===== src/pkg/bfs_pkg.sv =====
// Purpose: constants shared by the fault status bank and its bus slave
// Assumes: 32-bit AXI4-Lite data, one aligned word per register
// Notes: printed offsets are word indices; byte address is four times the index
package bfs_pkg;

  // ----------------------------------------------------------------------
  // bus geometry
  // ----------------------------------------------------------------------
  localparam int DATA_W = 32;
  localparam int ADDR_W = 17;
  localparam int IDX_W = 15;
  localparam logic [1:0] RESP_OKAY = 2'h0;
  localparam logic [1:0] RESP_SLVERR = 2'h2;

  // ----------------------------------------------------------------------
  // register indices (byte address = index * 4)
  // ----------------------------------------------------------------------
  localparam logic [IDX_W-1:0] IDX_OPEN_WIRE_STATUS = 15'h7F27;
  localparam logic [IDX_W-1:0] IDX_SWITCH_DRIVER_STATUS = 15'h7F2A;
  localparam logic [IDX_W-1:0] IDX_DIAGNOSTIC_STATUS = 15'h7F2B;
  localparam logic [IDX_W-1:0] IDX_IRQ_STATUS = 15'h7F40;
  localparam logic [IDX_W-1:0] IDX_IRQ_MASK = 15'h7F41;

  // ----------------------------------------------------------------------
  // open_wire_status layout
  // ----------------------------------------------------------------------
  localparam int NUM_TAPS = 10;
  localparam int OW_W = 24;
  localparam int OW_TAP_LSB = 0;
  localparam int OW_SCAN_BIT = 23;
  localparam logic [OW_W-1:0] OW_RESET = 24'h000000;

  // ----------------------------------------------------------------------
  // switch_driver_status layout
  // ----------------------------------------------------------------------
  localparam int SW_W = 8;
  localparam int SW_PUMP_BIT = 7;
  localparam int SW_MOVING_LSB = 4;
  localparam int SW_TIMEOUT_BIT = 3;
  localparam int SW_ON_LSB = 0;
  localparam logic [SW_W-1:0] SW_RESET = 8'h00;

  // ----------------------------------------------------------------------
  // diagnostic_status layout
  // ----------------------------------------------------------------------
  localparam int DG_W = 8;
  localparam int DG_CRC_FAIL_BIT = 6;
  localparam int DG_CRC_DONE_BIT = 5;
  localparam int DG_SUPPLY_LSB = 2;
  localparam int DG_OV_BIT = 1;
  localparam int DG_UV_BIT = 0;
  localparam logic [DG_W-1:0] DG_RESET = 8'h00;

  // ----------------------------------------------------------------------
  // interrupt status and mask layout
  // ----------------------------------------------------------------------
  localparam int IRQ_W = 6;
  localparam int IRQ_OPEN_WIRE = 0;
  localparam int IRQ_TIMEOUT = 1;
  localparam int IRQ_CRC_DONE = 2;
  localparam int IRQ_CRC_FAIL = 3;
  localparam int IRQ_SUPPLY = 4;
  localparam int IRQ_SELFTEST = 5;
  localparam logic [IRQ_W-1:0] IRQ_RESET = 6'h00;

endpackage


===== src/pkg/bfs_reg_if.sv =====
// Purpose: register access carrier between the bus slave and the status bank
// Assumes: single clock, requests are one-cycle pulses
// Notes: read data and hit flags are combinational from the bank
`timescale 1ns/100ps
interface bfs_reg_if;
  import bfs_pkg::*;
  logic wr_en;
  logic [IDX_W-1:0] wr_idx;
  logic [DATA_W-1:0] wr_data;
  logic [3:0] wr_strb;
  logic wr_hit;
  logic rd_en;
  logic [IDX_W-1:0] rd_idx;
  logic [DATA_W-1:0] rd_data;
  logic rd_hit;
  modport bus (output wr_en, wr_idx, wr_data, wr_strb, rd_en, rd_idx, input wr_hit, rd_data, rd_hit);
  modport bank (input wr_en, wr_idx, wr_data, wr_strb, rd_en, rd_idx, output wr_hit, rd_data, rd_hit);
endinterface


===== src/bfs_axil_slave.sv =====
// Purpose: AXI4-Lite slave front end for the fault status bank
// Assumes: one write and one read in flight at most
// Notes: address and data of a write may arrive in either order
`timescale 1ns/100ps
module bfs_axil_slave (
  // clock and reset
  input wire logic aclk,
  input wire logic aresetn,
  // write address and data
  input wire logic [bfs_pkg::ADDR_W-1:0] awaddr,
  input wire logic awvalid,
  output logic awready,
  input wire logic [bfs_pkg::DATA_W-1:0] wdata,
  input wire logic [3:0] wstrb,
  input wire logic wvalid,
  output logic wready,
  // write response
  output logic [1:0] bresp,
  output logic bvalid,
  input wire logic bready,
  // read
  input wire logic [bfs_pkg::ADDR_W-1:0] araddr,
  input wire logic arvalid,
  output logic arready,
  output logic [bfs_pkg::DATA_W-1:0] rdata,
  output logic [1:0] rresp,
  output logic rvalid,
  input wire logic rready,
  // register side
  bfs_reg_if.bus regs
);
  import bfs_pkg::*;

  logic aw_held_reg;
  logic w_held_reg;
  logic [IDX_W-1:0] aw_idx_reg;
  logic [DATA_W-1:0] w_data_reg;
  logic [3:0] w_strb_reg;

  // ----------------------------------------------------------------------
  // write path
  // ----------------------------------------------------------------------
  // holding both halves before acting keeps the order of arrival irrelevant
  assign awready = !aw_held_reg && !bvalid;
  assign wready = !w_held_reg && !bvalid;
  assign regs.wr_en = aw_held_reg && w_held_reg;
  assign regs.wr_idx = aw_idx_reg;
  assign regs.wr_data = w_data_reg;
  assign regs.wr_strb = w_strb_reg;

  always_ff @(posedge aclk) begin
    if (!aresetn) begin
      aw_held_reg <= 1'b0;
      aw_idx_reg <= '0;
    end else if (awvalid && awready) begin
      aw_held_reg <= 1'b1;
      aw_idx_reg <= awaddr[ADDR_W-1:2];
    end else if (regs.wr_en) begin
      aw_held_reg <= 1'b0;
    end
  end

  always_ff @(posedge aclk) begin
    if (!aresetn) begin
      w_held_reg <= 1'b0;
      w_data_reg <= '0;
      w_strb_reg <= 4'h0;
    end else if (wvalid && wready) begin
      w_held_reg <= 1'b1;
      w_data_reg <= wdata;
      w_strb_reg <= wstrb;
    end else if (regs.wr_en) begin
      w_held_reg <= 1'b0;
    end
  end

  always_ff @(posedge aclk) begin
    if (!aresetn) begin
      bvalid <= 1'b0;
      bresp <= RESP_OKAY;
    end else if (regs.wr_en) begin
      bvalid <= 1'b1;
      bresp <= regs.wr_hit ? RESP_OKAY : RESP_SLVERR;
    end else if (bready) begin
      bvalid <= 1'b0;
    end
  end

  // ----------------------------------------------------------------------
  // read path
  // ----------------------------------------------------------------------
  assign arready = !rvalid;
  assign regs.rd_en = arvalid && arready;
  assign regs.rd_idx = araddr[ADDR_W-1:2];

  always_ff @(posedge aclk) begin
    if (!aresetn) begin
      rvalid <= 1'b0;
      rdata <= '0;
      rresp <= RESP_OKAY;
    end else if (regs.rd_en) begin
      rvalid <= 1'b1;
      rdata <= regs.rd_hit ? regs.rd_data : '0;
      rresp <= regs.rd_hit ? RESP_OKAY : RESP_SLVERR;
    end else if (rready) begin
      rvalid <= 1'b0;
    end
  end

endmodule


===== src/bfs_fault_status_bank.sv =====
// Purpose: read-only fault and state status bank of a battery monitor
// Assumes: detection inputs are asynchronous levels; single 50 MHz clock
// Notes: status words follow the inputs three cycles late; interrupts are extra
//
// Notes on behaviour
// Each cell tap has an open-wire flag at the bit equal to its tap number, 1 meaning open.
// Tap 0, the negative end of the first cell, reports in bit 0 of the open-wire word.
// Bit 23 of the open-wire word is 1 while periodic open-wire scanning runs, else 0.
// Bit 7 of the switch word is 1 while the charge pump runs and 0 when it is stopped.
// Bits 6, 5, 4 show the standby-discharge, discharge and charge drivers moving, 0 once settled.
// Bit 3 of the switch word is 1 when a switch turn-on timeout is detected, else 0.
// Bits 2, 1, 0 show the standby-discharge, discharge and charge switches on.
// Diagnostic bit 5 shows the memory CRC check done and bit 6 a CRC failure.
// Diagnostic bits 4, 3, 2 flag core supply, auxiliary rail and regulator input failures.
// Diagnostic bit 1 flags a failed over-voltage and bit 0 a failed under-voltage self-test.
// All status fields are read-only, reset to zero, and ignore software writes.
`timescale 1ns/100ps
module bfs_fault_status_bank (
  // clock and reset
  input wire logic aclk,
  input wire logic aresetn,
  // axi4-lite write address
  input wire logic [bfs_pkg::ADDR_W-1:0] s_axi_awaddr,
  input wire logic [2:0] s_axi_awprot,
  input wire logic s_axi_awvalid,
  output logic s_axi_awready,
  // axi4-lite write data
  input wire logic [bfs_pkg::DATA_W-1:0] s_axi_wdata,
  input wire logic [3:0] s_axi_wstrb,
  input wire logic s_axi_wvalid,
  output logic s_axi_wready,
  // axi4-lite write response
  output logic [1:0] s_axi_bresp,
  output logic s_axi_bvalid,
  input wire logic s_axi_bready,
  // axi4-lite read address
  input wire logic [bfs_pkg::ADDR_W-1:0] s_axi_araddr,
  input wire logic [2:0] s_axi_arprot,
  input wire logic s_axi_arvalid,
  output logic s_axi_arready,
  // axi4-lite read data
  output logic [bfs_pkg::DATA_W-1:0] s_axi_rdata,
  output logic [1:0] s_axi_rresp,
  output logic s_axi_rvalid,
  input wire logic s_axi_rready,
  // open-wire detection
  input wire logic [bfs_pkg::NUM_TAPS-1:0] tap_broken_wire_flag,
  input wire logic broken_wire_scan_active,
  // switch drivers, bit order standby-discharge, discharge, charge
  input wire logic charge_pump_running,
  input wire logic [2:0] switch_driver_moving,
  input wire logic switch_turn_on_timeout,
  input wire logic [2:0] switch_conducting,
  // diagnostics
  input wire logic crc_check_done,
  input wire logic crc_check_fail,
  input wire logic core_supply_fail,
  input wire logic aux_supply_rail_fail,
  input wire logic regulator_input_fail,
  input wire logic overvoltage_selftest_fail,
  input wire logic undervoltage_selftest_fail,
  // interrupt
  output logic irq
);
  import bfs_pkg::*;

  // ----------------------------------------------------------------------
  // declarations
  // ----------------------------------------------------------------------
  bfs_reg_if reg_if ();

  logic [NUM_TAPS-1:0] tap_meta_reg;
  logic [NUM_TAPS-1:0] tap_sync_reg;
  logic [SW_W-1:0] sw_meta_reg;
  logic [SW_W-1:0] sw_sync_reg;
  logic [DG_W-1:0] dg_meta_reg;
  logic [DG_W-1:0] dg_sync_reg;
  logic scan_meta_reg;
  logic scan_sync_reg;

  logic [OW_W-1:0] open_wire_status_reg;
  logic [OW_W-1:0] open_wire_status_next;
  logic [SW_W-1:0] switch_driver_status_reg;
  logic [SW_W-1:0] switch_driver_status_next;
  logic [DG_W-1:0] diagnostic_status_reg;
  logic [DG_W-1:0] diagnostic_status_next;

  logic [IRQ_W-1:0] irq_status_reg;
  logic [IRQ_W-1:0] irq_mask_reg;
  logic [IRQ_W-1:0] irq_event;
  logic [IRQ_W-1:0] irq_clear;
  logic irq_reg;

  logic [SW_W-1:0] sw_raw;
  logic [DG_W-1:0] dg_raw;

  // ----------------------------------------------------------------------
  // decode
  // ----------------------------------------------------------------------
  // used for both read and write so the two answers never disagree
  function automatic logic is_mapped(input logic [IDX_W-1:0] idx);
    is_mapped = (idx == IDX_OPEN_WIRE_STATUS) || (idx == IDX_SWITCH_DRIVER_STATUS) ||
                (idx == IDX_DIAGNOSTIC_STATUS) || (idx == IDX_IRQ_STATUS) || (idx == IDX_IRQ_MASK);
  endfunction

  // ----------------------------------------------------------------------
  // bus slave
  // ----------------------------------------------------------------------
  // prot inputs are accepted and ignored: all registers are open to any access
  bfs_axil_slave u_bus (
    .aclk(aclk),
    .aresetn(aresetn),
    .awaddr(s_axi_awaddr),
    .awvalid(s_axi_awvalid),
    .awready(s_axi_awready),
    .wdata(s_axi_wdata),
    .wstrb(s_axi_wstrb),
    .wvalid(s_axi_wvalid),
    .wready(s_axi_wready),
    .bresp(s_axi_bresp),
    .bvalid(s_axi_bvalid),
    .bready(s_axi_bready),
    .araddr(s_axi_araddr),
    .arvalid(s_axi_arvalid),
    .arready(s_axi_arready),
    .rdata(s_axi_rdata),
    .rresp(s_axi_rresp),
    .rvalid(s_axi_rvalid),
    .rready(s_axi_rready),
    .regs(reg_if.bus)
  );

  // ----------------------------------------------------------------------
  // input synchronisers
  // ----------------------------------------------------------------------
  // detection flags come from analog comparators and slow state machines
  always_comb begin
    sw_raw = '0;
    sw_raw[SW_PUMP_BIT] = charge_pump_running;
    sw_raw[SW_MOVING_LSB +: 3] = switch_driver_moving;
    sw_raw[SW_TIMEOUT_BIT] = switch_turn_on_timeout;
    sw_raw[SW_ON_LSB +: 3] = switch_conducting;
  end

  always_comb begin
    dg_raw = '0;
    dg_raw[DG_CRC_FAIL_BIT] = crc_check_fail;
    dg_raw[DG_CRC_DONE_BIT] = crc_check_done;
    dg_raw[DG_SUPPLY_LSB +: 3] = {core_supply_fail, aux_supply_rail_fail, regulator_input_fail};
    dg_raw[DG_OV_BIT] = overvoltage_selftest_fail;
    dg_raw[DG_UV_BIT] = undervoltage_selftest_fail;
  end

  always_ff @(posedge aclk) begin
    if (!aresetn) begin
      tap_meta_reg <= '0;
      tap_sync_reg <= '0;
      scan_meta_reg <= 1'b0;
      scan_sync_reg <= 1'b0;
      sw_meta_reg <= '0;
      sw_sync_reg <= '0;
      dg_meta_reg <= '0;
      dg_sync_reg <= '0;
    end else begin
      tap_meta_reg <= tap_broken_wire_flag;
      tap_sync_reg <= tap_meta_reg;
      scan_meta_reg <= broken_wire_scan_active;
      scan_sync_reg <= scan_meta_reg;
      sw_meta_reg <= sw_raw;
      sw_sync_reg <= sw_meta_reg;
      dg_meta_reg <= dg_raw;
      dg_sync_reg <= dg_meta_reg;
    end
  end

  // ----------------------------------------------------------------------
  // status words
  // ----------------------------------------------------------------------
  always_comb begin
    open_wire_status_next = OW_RESET;
    open_wire_status_next[OW_TAP_LSB +: NUM_TAPS] = tap_sync_reg;
    open_wire_status_next[OW_SCAN_BIT] = scan_sync_reg;
  end

  always_comb begin
    switch_driver_status_next = SW_RESET;
    switch_driver_status_next[SW_PUMP_BIT] = sw_sync_reg[SW_PUMP_BIT];
    switch_driver_status_next[SW_MOVING_LSB +: 3] = sw_sync_reg[SW_MOVING_LSB +: 3];
    switch_driver_status_next[SW_TIMEOUT_BIT] = sw_sync_reg[SW_TIMEOUT_BIT];
    switch_driver_status_next[SW_ON_LSB +: 3] = sw_sync_reg[SW_ON_LSB +: 3];
  end

  always_comb begin
    diagnostic_status_next = DG_RESET;
    diagnostic_status_next[DG_CRC_FAIL_BIT] = dg_sync_reg[DG_CRC_FAIL_BIT];
    diagnostic_status_next[DG_CRC_DONE_BIT] = dg_sync_reg[DG_CRC_DONE_BIT];
    diagnostic_status_next[DG_SUPPLY_LSB +: 3] = dg_sync_reg[DG_SUPPLY_LSB +: 3];
    diagnostic_status_next[DG_OV_BIT] = dg_sync_reg[DG_OV_BIT];
    diagnostic_status_next[DG_UV_BIT] = dg_sync_reg[DG_UV_BIT];
  end

  // no write term here: software can only look at these words
  always_ff @(posedge aclk) begin
    if (!aresetn) begin
      open_wire_status_reg <= OW_RESET;
      switch_driver_status_reg <= SW_RESET;
      diagnostic_status_reg <= DG_RESET;
    end else begin
      open_wire_status_reg <= open_wire_status_next;
      switch_driver_status_reg <= switch_driver_status_next;
      diagnostic_status_reg <= diagnostic_status_next;
    end
  end

  // ----------------------------------------------------------------------
  // interrupt events
  // ----------------------------------------------------------------------
  // rising edges of fault flags, so a stuck fault interrupts once per onset
  always_comb begin
    irq_event = '0;
    irq_event[IRQ_OPEN_WIRE] = |(open_wire_status_next[OW_TAP_LSB +: NUM_TAPS] &
                                 ~open_wire_status_reg[OW_TAP_LSB +: NUM_TAPS]);
    irq_event[IRQ_TIMEOUT] = switch_driver_status_next[SW_TIMEOUT_BIT] &
                             ~switch_driver_status_reg[SW_TIMEOUT_BIT];
    irq_event[IRQ_CRC_DONE] = diagnostic_status_next[DG_CRC_DONE_BIT] &
                              ~diagnostic_status_reg[DG_CRC_DONE_BIT];
    irq_event[IRQ_CRC_FAIL] = diagnostic_status_next[DG_CRC_FAIL_BIT] &
                              ~diagnostic_status_reg[DG_CRC_FAIL_BIT];
    irq_event[IRQ_SUPPLY] = |(diagnostic_status_next[DG_SUPPLY_LSB +: 3] &
                              ~diagnostic_status_reg[DG_SUPPLY_LSB +: 3]);
    irq_event[IRQ_SELFTEST] = |(diagnostic_status_next[DG_OV_BIT:DG_UV_BIT] &
                                ~diagnostic_status_reg[DG_OV_BIT:DG_UV_BIT]);
  end

  assign irq_clear = (reg_if.wr_en && reg_if.wr_idx == IDX_IRQ_STATUS && reg_if.wr_strb[0]) ?
                     reg_if.wr_data[IRQ_W-1:0] : '0;

  // set beats clear so an event in the clearing cycle is kept
  genvar gi;
  generate
    for (gi = 0; gi < IRQ_W; gi++) begin : g_irq_bit
      always_ff @(posedge aclk) begin
        if (!aresetn) begin
          irq_status_reg[gi] <= IRQ_RESET[gi];
        end else if (irq_event[gi]) begin
          irq_status_reg[gi] <= 1'b1;
        end else if (irq_clear[gi]) begin
          irq_status_reg[gi] <= 1'b0;
        end
      end
    end
  endgenerate

  always_ff @(posedge aclk) begin
    if (!aresetn) begin
      irq_mask_reg <= IRQ_RESET;
    end else if (reg_if.wr_en && reg_if.wr_idx == IDX_IRQ_MASK && reg_if.wr_strb[0]) begin
      irq_mask_reg <= reg_if.wr_data[IRQ_W-1:0];
    end
  end

  always_ff @(posedge aclk) begin
    if (!aresetn) begin
      irq_reg <= 1'b0;
    end else begin
      irq_reg <= |(irq_status_reg & irq_mask_reg);
    end
  end

  assign irq = irq_reg;

  // ----------------------------------------------------------------------
  // register access
  // ----------------------------------------------------------------------
  // writes to the status words are answered okay and dropped
  assign reg_if.wr_hit = is_mapped(reg_if.wr_idx);
  assign reg_if.rd_hit = is_mapped(reg_if.rd_idx);

  always_comb begin
    reg_if.rd_data = '0;
    case (reg_if.rd_idx)
      IDX_OPEN_WIRE_STATUS: begin
        reg_if.rd_data[OW_W-1:0] = open_wire_status_reg;
      end
      IDX_SWITCH_DRIVER_STATUS: begin
        reg_if.rd_data[SW_W-1:0] = switch_driver_status_reg;
      end
      IDX_DIAGNOSTIC_STATUS: begin
        reg_if.rd_data[DG_W-1:0] = diagnostic_status_reg;
      end
      IDX_IRQ_STATUS: begin
        reg_if.rd_data[IRQ_W-1:0] = irq_status_reg;
      end
      IDX_IRQ_MASK: begin
        reg_if.rd_data[IRQ_W-1:0] = irq_mask_reg;
      end
      default: begin
        reg_if.rd_data = '0;
      end
    endcase
  end

endmodule


===== config.mk =====
export PLATFORM = sky130hd
export DESIGN_NAME = bfs_fault_status_bank
export DESIGN_NICKNAME = d
export VERILOG_FILES = /design/src/pkg/bfs_pkg.sv /design/src/pkg/bfs_reg_if.sv /design/src/bfs_axil_slave.sv /design/src/bfs_fault_status_bank.sv
export SDC_FILE = /design/constraint.sdc
export NUM_CORES = 1
export LEC_CHECK = 0
export ABC_AREA = 1
export BUFFER_PORTS_ARGS = -buffer_cell sky130_fd_sc_hd__buf_2
export CAP_MARGIN = 20
export CORE_MARGIN = 4
export CORE_UTILIZATION = 40
export DETAILED_ROUTE_END_ITERATION = 10
export GPL_ROUTABILITY_DRIVEN = 0
export HOLD_SLACK_MARGIN = 0.03
export MAX_ROUTING_LAYER = met4
export PLACE_DENSITY_LB_ADDON = 0.2
export SYNTH_ARGS = -nofsm -noshare
export SYNTH_HDL_FRONTEND = slang
export SYNTH_HIERARCHICAL = 1
export SYNTH_SLANG_ARGS = --single-unit

===== constraint.sdc =====
create_clock -name aclk -period 2 [get_ports aclk]
set_input_delay 0.2 -clock aclk [delete_from_list [all_inputs] [get_ports aclk]]
set_output_delay 0.2 -clock aclk [all_outputs]
set_load 0.005 [all_outputs]

==> results.md, run 1 <==
- The flow ran to the end, and the final reports show no timing, DRC or antenna violations.
- Dividing the synthesized area by the synthesized cell count gives 6.87 sq um.
- The critical path goes through nor2_2, buf_4, buf_2.
- The total die area is 18000 sq um.
- The met1 global-route usage is 19.4%.
- After floorplanning, the core was divided into 45 placement rows.
- The area after detailed placement is 6970 sq um.
- The cell depth of the worst flop-to-flop path is 7.
- The total area inside the core boundary comes to 15400 sq um.
- After routing, the total negative slack on setup checks comes to 0 ns.
- Buffers added to address setup during post-CTS repair amount to 0.
- The final-layout fill cell count is 1613.
- The total of max-cap violations is 0.
- For the worst setup path, the data arrival time is 1.33 ns.
- STA classifies the critical path startpoint as a flip-flop.
- The cell depth of the worst setup path is 3.
- TritonCTS built the clock tree.
- The floorplan die width is 134 microns.
- The total detailed-routing wirelength is 12.6 mm.
- The initial antenna violation count is 1.
- Of all nets on the critical path, the largest fanout is 32.
- The total standard cell area after synthesis is 6380 sq um.
- The total of buffers placed on input and output ports is 109.
- The worst slew slack as a fraction of its limit is 58.1%.
- The delay contributed by the slowest stage of the critical path is 0.34 ns.
- The worst setup path category is flip-flop to output pin.
- The count of warnings emitted by yosys is 6.
- The routed layout has 5195 vias.
- The H-tree level count is 4.
- The clock root buffer is sky130_fd_sc_hd__clkbuf_16.
- STA classifies the critical path endpoint as an output pin.
- The setup slack of the most critical reg-to-reg path is 0.62 ns.
- Setup violations remaining at the end of the flow were counted as 0.
- The sum of net half-perimeters after detailed placement is 8.64 mm.
- The power density normalized to cell area is 894 nW/um^2.
- The mean number of vias per cell is 4.07.
- The via count of the first global-routing pass was 4624.
- In this run, post-CTS hold repair placed 27 buffers.
- The fraction of final layout cells sized beyond drive strength 1 is 16.8%.
- Setup repair after global routing left no endpoint under its margin.
- Across the VDD grid, the largest voltage drop is 0.000560 V.
- The number of clock buffers inserted by TritonCTS is 17.
- Summed over all cells, the static leakage comes to 0.00437 uW.
- For met3 alone, demand over resource in global routing was 3.94%.
- The pre-antenna-repair detailed-routing pass consisted of 4 iterations.
- The final design instance area without fill is 7820 sq um.
- For the worst-skew pair, the clock arrives at the later sink with an insertion delay of 0.42 ns.
- Global routing used 15.1% of the available tracks.
- The critical path's top delay family is buffers and inverters.
- On the final layout, the worst clock skew is 0.0106 ns.
- The maximum number of pins on one net before global-route repair is 39.
- The critical path required time is 1.80 ns.
- On the critical path, the stage with the largest delay is an instance of sky130_fd_sc_hd__dfxtp_1.
- The clock passes through at most 2 buffers.
- The final max-slew violation count is 0.
- In the final routed layout, each cell accounts on average for 9.88 microns.
- Relative to the synthesized area, the layout overhead comes to 22.5%.
- Global routing consumed, on the met2 layer, 23.2% of the routing resources.
- The post-route minimum period is 1.53 ns.
- The initial detailed-routing violation count is 171.
- The total count of hold-check failures in the final report came to 0.
- For this run, design rule violations remaining after detail routing come to 0.
- The initial core utilization is 41.4%.
- The floorplan step set the die height to 134 microns.
- The number of clock sinks seen by CTS is 151.
- The number of cells upsized or downsized after cts is 0.
- At the pin with the least slew margin, the transition time is 0.626 ns.
- The first-pass GRT wire length is 21.5 mm.
- The number of cells traversed by the worst hold path is 3.
- The tightest min-delay check is of the primary input to flip-flop type.
- After global routing, the most crowded layer is met2.
- Timing would allow up to 654 MHz.
- The cell count after synthesis came out at 929.
- The clock-pin transition on the worst setup and hold timing paths is 0.06 ns.
- 151 I/O pins were placed.
- The final clock period utilization by the worst path is 76.4%.
- The number of flip-flops under the largest register name is 32.
- In the final design database the tool counted 1160 nets.
- In this run the remaining antenna-violating nets after routing total 0.
- Global routing finished with a remaining overflow of 0.
- The critical path contains buffers and inverters numbering 2 combined.
-- per-layer routing --
| layer | vias up | part of all wire [%] |
|---|---|---|
| met1 | 2170 | 49 |
| met2 | 98 | 45 |
| met4 | 0 | 1.4 |
| li1 | 2911 | - |
| met3 | 16 | 4.7 |
| met5 | - | 0 |
-- cells in the final DEF (no fill, tap or decap), types with 17 or more instances in the layout --
cell and count:
sky130_fd_sc_hd__a21oi_1 30, sky130_fd_sc_hd__buf_2 108, sky130_fd_sc_hd__clkbuf_16 17, sky130_fd_sc_hd__conb_1 23
sky130_fd_sc_hd__dfxtp_1 151, sky130_fd_sc_hd__dlygate4sd3_1 27, sky130_fd_sc_hd__inv_1 181, sky130_fd_sc_hd__nand2_1 299
sky130_fd_sc_hd__nand3_1 51, sky130_fd_sc_hd__nor2_1 91
-- layout make-up --
type                       instances  area (sq um)  area share, %
clock inverter                    10           120           1.54
inverter                         188           706           9.02
tap                              211           264           3.38
clock buffer                      21           460           5.89
sequential                       151          3020           38.7
multi-input combinational        546          2330           29.8
antenna                            1          2.50         0.0320
timing repair buffer             147           913           11.7
-- per-stage QoR --
stage               worst slack [ns]  std cells  util [%]  hold slack, ns  power (uW)
floorplan                      0.513        950         -           0.298        3780
global placement               0.347       1216      45.2           0.383        3930
detailed placement             0.310       1216      45.2           0.383        3930
CTS                            0.439       1274      50.7          0.0731        7090
global route                   0.356       1275      50.7          0.0884        7340
finish                         0.471       1275      50.7          0.0934        6990
-- path summary, 6_finish.rpt --
path,endpoint,from
worst max-delay path,s_axi_awready,u_bus/bvalid
worst min-delay path,u_bus/rvalid,s_axi_rready
worst max register to register,irq_mask_reg[3],u_bus/aw_held_reg
worst min register to register,switch_driver_status_reg[4],sw_sync_reg[4]
-- report_power, final --
group | internal [uW] | total, uW | switching [uW]
clock network | 1900 | 3090 | 1190
registers | 3170 | 3260 | 86.2
logic | 280 | 639 | 360
-- worst register-to-register path: cells and delay by family (launching register included) --
| kind | cells | cell delay [ns] |
|---|---|---|
| buffers and inverters | 2 | 0.22 |
| flip-flops | 1 | 0.39 |
| AND/OR/NAND/NOR | 5 | 0.65 |
No activity file was read; power rests on OpenSTA's default activity.
==> run 2, diff against run 1 <==
clock period = 1.5 ns   (was 2 ns; I/O delays follow)
==> results.md, run 2 (synthesis results as in run 1) <==
- Global routing used 15.0% of the available tracks across all layers.
- The library cell used most frequently in the layout, excluding fill and tap cells, is sky130_fd_sc_hd__nand2_1.
- The critical path endpoint category is an output pin.
- The transition at the pin with the smallest max-transition slack is 0.500 ns.
- The final layout contains 1173 nets.
- The vertical die dimension is 134 microns.
- The repair_antennas step left the layout with diodes totalling 0.
- The via count of the first global-routing pass is 4703.
- The number of optimization iterations in the first detailed-route pass is 4.
- Broken down by cell family, the worst path's largest delay share belongs to buffers and inverters.
- The filler cells instantiated in the layout total 1580.
- The startpoint kind of the worst setup timing path is a flip-flop.
- The initial antenna violation count is 0.
- The pre-CTS worst setup slack is 0.0233 ns.
- The worst slew slack as a fraction of its limit is 66.6%.
- The post-route minimum period is 1.40 ns.
- The total area inside the core boundary comes to 15400 sq um.
- The routed wire length per instance is 9.78 microns.
- Data on the critical path arrives at its endpoint at 1.25 ns.
- The worst setup path category is flip-flop to output pin.
- Leaving out fill and tap cells, the most frequent cells in the layout are 299 x sky130_fd_sc_hd__nand2_1, 181 x sky130_fd_sc_hd__inv_1, 151 x sky130_fd_sc_hd__dfxtp_1.
- The worst setup skew after layout is 0.00523 ns.
- 151 I/O pins were placed.
- The H-tree level count is 4.
- The first routing iteration left 262 violations.
- In this run the remaining antenna-violating nets after routing total 0.
- The top fanout value on the critical path is 32.
- The total of max-cap violations is 0.
- The clock-pin transition on the worst setup and hold timing paths is 0.06 ns.
- The total count of hold-check failures in the final report is 0.
- The leakage power summed over all cells is 0.00444 uW.
- The initial core utilization is 41.4%.
- The final max-slew violation count came to 0.
- For this design, the sink count on the clock tree is 151.
- The design draws 9260 uW.
- The fraction of final layout cells sized beyond drive strength 1 is 17.5%.
- The final setup violation count is 0.
- The CTS tree is built.
- The peak supply drop is 0.000752 V.
- The number of flip-flops under the largest register name is 32.
- The die covers 18000 sq um.
- The total DRC errors in the routed layout is 0.
- The number of placement rows is 45.
- Static timing analysis puts the maximum clock frequency at 715 MHz.
- Once detailed placement completed, the half-perimeter wirelength came to 8.75 mm.
- STA puts the critical path data required time at 1.35 ns.
- In the routed layout, each cell is associated on average with a via count of 4.06.
- The total of buffers placed on input and output ports is 109.
- The first global-routing pass estimated 21.4 mm of wire.
- The power density normalized to cell area is 1160 nW/um^2.
- The flow ran to the end, and the final reports show no timing, DRC or antenna violations.
- Entering global routing, the biggest net connects 47 pins.
- The number of clock buffers inserted by TritonCTS is 17.
- The critical-path cell with the highest stage delay is sky130_fd_sc_hd__dfxtp_1.
- The total detailed-routing wirelength is 12.6 mm.
- The clock passes through at most 2 buffers.
- Relative to the synthesized area, the layout overhead comes to 24.7%.
- The delay contributed by the slowest stage of the critical path is 0.33 ns.
- The setup slack of the critical path after layout is 0.101 ns.
- The combined buffer and inverter count along the critical path is 2.
- The worst hold path class is primary input to flip-flop.
- The clock latency on the worst-skew pair is 0.42 ns.
- The cell sitting at the root of the clock tree is a sky130_fd_sc_hd__clkbuf_16.
- The critical path goes through nor2_2, buf_8, buf_2.
- The number of setup buffers added after CTS is 0.
- The final clock period utilization by the worst path is 93.3%.
- Setup repair after global routing left no endpoint under its margin.
- The total congestion overflow is 0.
- In the final timing run, aggregate negative setup slack is 0 ns.
- The floorplan die width is 134 microns.
- The routed via count is 5224.
run 2: cell types whose count changed in the layout (fill, tap and decap cells not counted), sizes merged:
cell,before,now
buf,120,129
inv,189,188
diode,1,0
clkbuf,21,19
clkinv,5,8
dlygate4sd3,27,31
run 2: worst register-to-register path, delay by kind of cell (launching register included):
family	cells	cell delay [ns]
flops	1	0.34
simple gates	8	0.90
run 2: timing repair:
item | 4_1_cts | 5_1_grt
hold endpoints to repair | 35 | 0
hold buffers | 31 | 0
gates cloned | 0 | 0
setup endpoints to repair | 1 | 3
resized for setup | 1 | 2
run 2: metrics by stage:
stage	utilization, %	instance area (sq um)	hold slack, ns	std cells
detailed placement	45.8	7070	0.333	1225
CTS	51.5	7950	0.0322	1287
global placement	45.8	7070	0.331	1225
global route	51.6	7960	0.0666	1287
finish	51.6	7960	0.0491	1287
floorplan	-	6460	0.248	950
run 2: final timing paths:
path | from | end | slack [ns] | cells past startpoint
worst max-delay path | u_bus/bvalid | s_axi_awready | 0.10 | 3
worst min-delay path | s_axi_awaddr[5] | u_bus/regs.wr_idx[3] | 0.05 | 5
worst max register to register | u_bus/regs.wr_idx[3] | irq_status_reg[1] | 0.15 | 8
worst min register to register | tap_meta_reg[7] | tap_sync_reg[7] | 0.40 | 2
run 2: routing by layer:
| metal | GRT usage [%] | up-vias | share of wire [%] |
|---|---|---|---|
| met2 | 23.7 | 99 | 45 |
| met5 | - | - | 0 |
| met4 | 4.81 | 0 | 1.2 |
| li1 | - | 2937 | - |
| met3 | 4.24 | 12 | 5.5 |
| met1 | 18.7 | 2176 | 48 |
run 2: area by class of cell:
class	count	area, sq um	area share, %
Sequential cell	151	3020	38.0
Clock buffer	19	433	5.44
Tap cell	211	264	3.32
Inverter	188	706	8.87
Clock inverter	12	130	1.63
Timing Repair Buffer	160	1070	13.4
Multi-Input combinational cell	546	2340	29.4
run 2: report_power, final:
part           total (uW)  switching (uW)  internal, uW
clock network        4030            1590          2430
logic                 884             487           397
registers            4350             113          4230
==> run 3, diff against run 2 <==
CORE_MARGIN = 1.5   (was 4)
==> results.md, run 3 (synthesis results as in run 1) <==
- The number of optimization iterations in the first detailed-route pass is 4.
- The total DRC errors in the routed layout is 0.
- The flow ran to the end, and the final reports show no timing, DRC or antenna violations.
- Row generation in the floorplan step produced 46 rows.
- The die covers 16700 sq um.
- The longest clock path from root to sink contains 2 buffers.
- In this run the standard cell core region covers 15700 sq um.
- The total global routing track utilization is 16.5%.
- The first global-routing pass estimated 20.8 mm of wire.
- Once layout is complete, the utilization of the core stands at 51.2%.
- The worst hold path passes through 5 cells.
- The fraction of final layout cells sized beyond drive strength 1 is 17.7%.
- The via count of the first global-routing pass was 4596.
- The maximum clock frequency is 721 MHz.
- The count of buffers added on input and output ports is 109.
- Clock tree synthesis selected as its root buffer the cell sky130_fd_sc_hd__clkbuf_16.
- The H-tree level count is 4.
- The leading cell type in the layout, fill and taps excluded is sky130_fd_sc_hd__nand2_1.
- The worst reg2reg path startpoint is u_bus/regs.wr_idx[3].
- The final max-slew violation count is 0.
- The critical path is of the flip-flop to output pin type.
- The total of max-cap violations is 0.
- For the finished layout, the period the worst path requires is 1.39 ns.
- The number of flip-flops under the largest register name is 32.
- TritonCTS created 17 clock buffers.
- In this run the power density over the cells is 1190 nW/um^2.
- The floorplan step set the die height to 129 microns.
- The number of buffers added for setup after CTS is 0.
- For this run, the slowest stage of the critical path takes 0.34 ns.
- The total count of hold-check failures in the final report is 0.
- In this run the worst path has a maximum fanout of 32.
- Counting every sink on the clock net gives 151.
- The initial core utilization is 40.6%.
- The critical path goes through nor2_2, buf_12, buf_2.
- For this design the static power due to leakage is 0.00448 uW.
- The startpoint identified for the worst hold timing path is s_axi_awaddr[2].
- Entering global routing, the biggest net connects 36 pins.
- The routed wire length per instance is 9.66 microns.
- Setup violations remaining at the end of the flow were counted as 0.
- 151 I/O pins were placed.
- The total detailed-routing wirelength is 12.5 mm.
- TritonCTS built the clock tree.
- The worst setup path is captured at an output pin.
- The clock-pin transition on the worst setup and hold timing paths is 0.06 ns.
- The mean number of vias per cell is 4.03.
- The initial detailed-routing violation count is 261.
- The number of antenna cells inserted is 0.
- The critical path starts at u_bus/bvalid.
- For the final routed database, the setup TNS stands at 0 ns.
- For the pin with the worst max-slew slack, the measured transition is 0.509 ns.
- The total congestion overflow is 0.
- The die is 129 microns wide.
- Among all stages on the critical path, the largest delay is contributed by sky130_fd_sc_hd__dfxtp_1.
- The top cell types in the final layout, fill and taps aside, are 299 x sky130_fd_sc_hd__nand2_1, 181 x sky130_fd_sc_hd__inv_1, 151 x sky130_fd_sc_hd__dfxtp_1.
- The HPWL after detailed placement is 8.55 mm.
- The worst-case IR drop observed on VDD is 0.000813 V.
- The worst slew slack as a fraction of its limit is 66.1%.
- The clock latency on the worst-skew pair is 0.42 ns.
- Counting the fill cells in the layout gives 1620.
- The number of nets still failing antenna checks after routing is 0.
- At the worst endpoint, the required time is 1.35 ns.
- Setup repair after global routing left no endpoint under its margin.
- The layout overhead on the synthesized area is 26.1%.
- Of the available clock period, the critical path in the final layout requires 92.4%.
- The startpoint kind of the worst setup timing path is a flip-flop.
- The initial antenna violation count is 0.
- For this block, the via count after detailed routing is 5223.
- The number of nets in the finished design is 1177.
- Clock skew on the completed layout was measured at 0.00854 ns.
- The cell depth of the worst flop-to-flop path is 8.
- The critical path data arrival time is 1.24 ns.
- The tightest min-delay check is of the primary input to flip-flop type.
## run 3: cell count changes in the layout (fill, tap and decap cells not counted), sizes merged
cell	delta
dlygate4sd3	+3
bufinv	+1
inv	+3
buf	+1
clkinv	-3
## run 3: repair_timing
action / 4_1_cts / 5_1_grt
hold endpoints to repair: 34 / 0
setup endpoints to repair: 1 / 7
hold buffers: 34 / 0
gates resized for setup: 1 / 4
## run 3: final timing paths
| check | slack, ns | to |
|---|---|---|
| worst max register to register | 0.14 | irq_status_reg[3] |
| worst min register to register | 0.41 | sw_sync_reg[4] |
| worst min-delay path | 0.05 | u_bus/regs.wr_idx[0] |
| worst max-delay path | 0.11 | s_axi_awready |
## run 3: metrics by stage
stage	setup WS, ns	hold WS, ns	area, sq um	cells	power (uW)
2_1_floorplan	0.0634	0.248	6460	950	5030
3_3_place_gp	0.0373	0.333	7070	1231	5260
3_5_place_dp	0.0326	0.333	7070	1231	5270
4_1_cts	0.0438	0.0317	8030	1297	9750
5_1_grt	0.00355	0.0302	8050	1297	10100
6_report	0.114	0.0515	8050	1297	9610
## run 3: area by class of cell
class	count	area (sq um)	share of cell area [%]
inverter	188	706	8.77
clock buffer	19	443	5.50
timing repair buffer	164	1100	13.6
clock inverter	13	168	2.08
sequential	151	3020	37.6
multi-input combinational	546	2340	29.1
tap	216	270	3.36
## run 3: power breakdown
part	leakage, uW	internal (uW)	switching (uW)	total, uW
sequential	0.00124	4230	114	4350
combinational	0.00294	411	490	901
clock	0.000295	2680	1690	4360
## run 3: critical path: cells and delay by family (launching register included)
kind                   cells  cell delay (ns)
DFF                        1             0.34
buffers and inverters      2             0.32
and+or+nand+nor            1             0.15
## run 3: per-layer routing
metal / up-vias / wire (microns) / track usage [%]
li1: 2943 / - / -
met1: 2163 / 6280 / 20.0
met2: 102 / 5590 / 25.7
met3: 15 / 491 / 5.28
met4: 0 / 169 / 6.08
met5: - / 0 / -
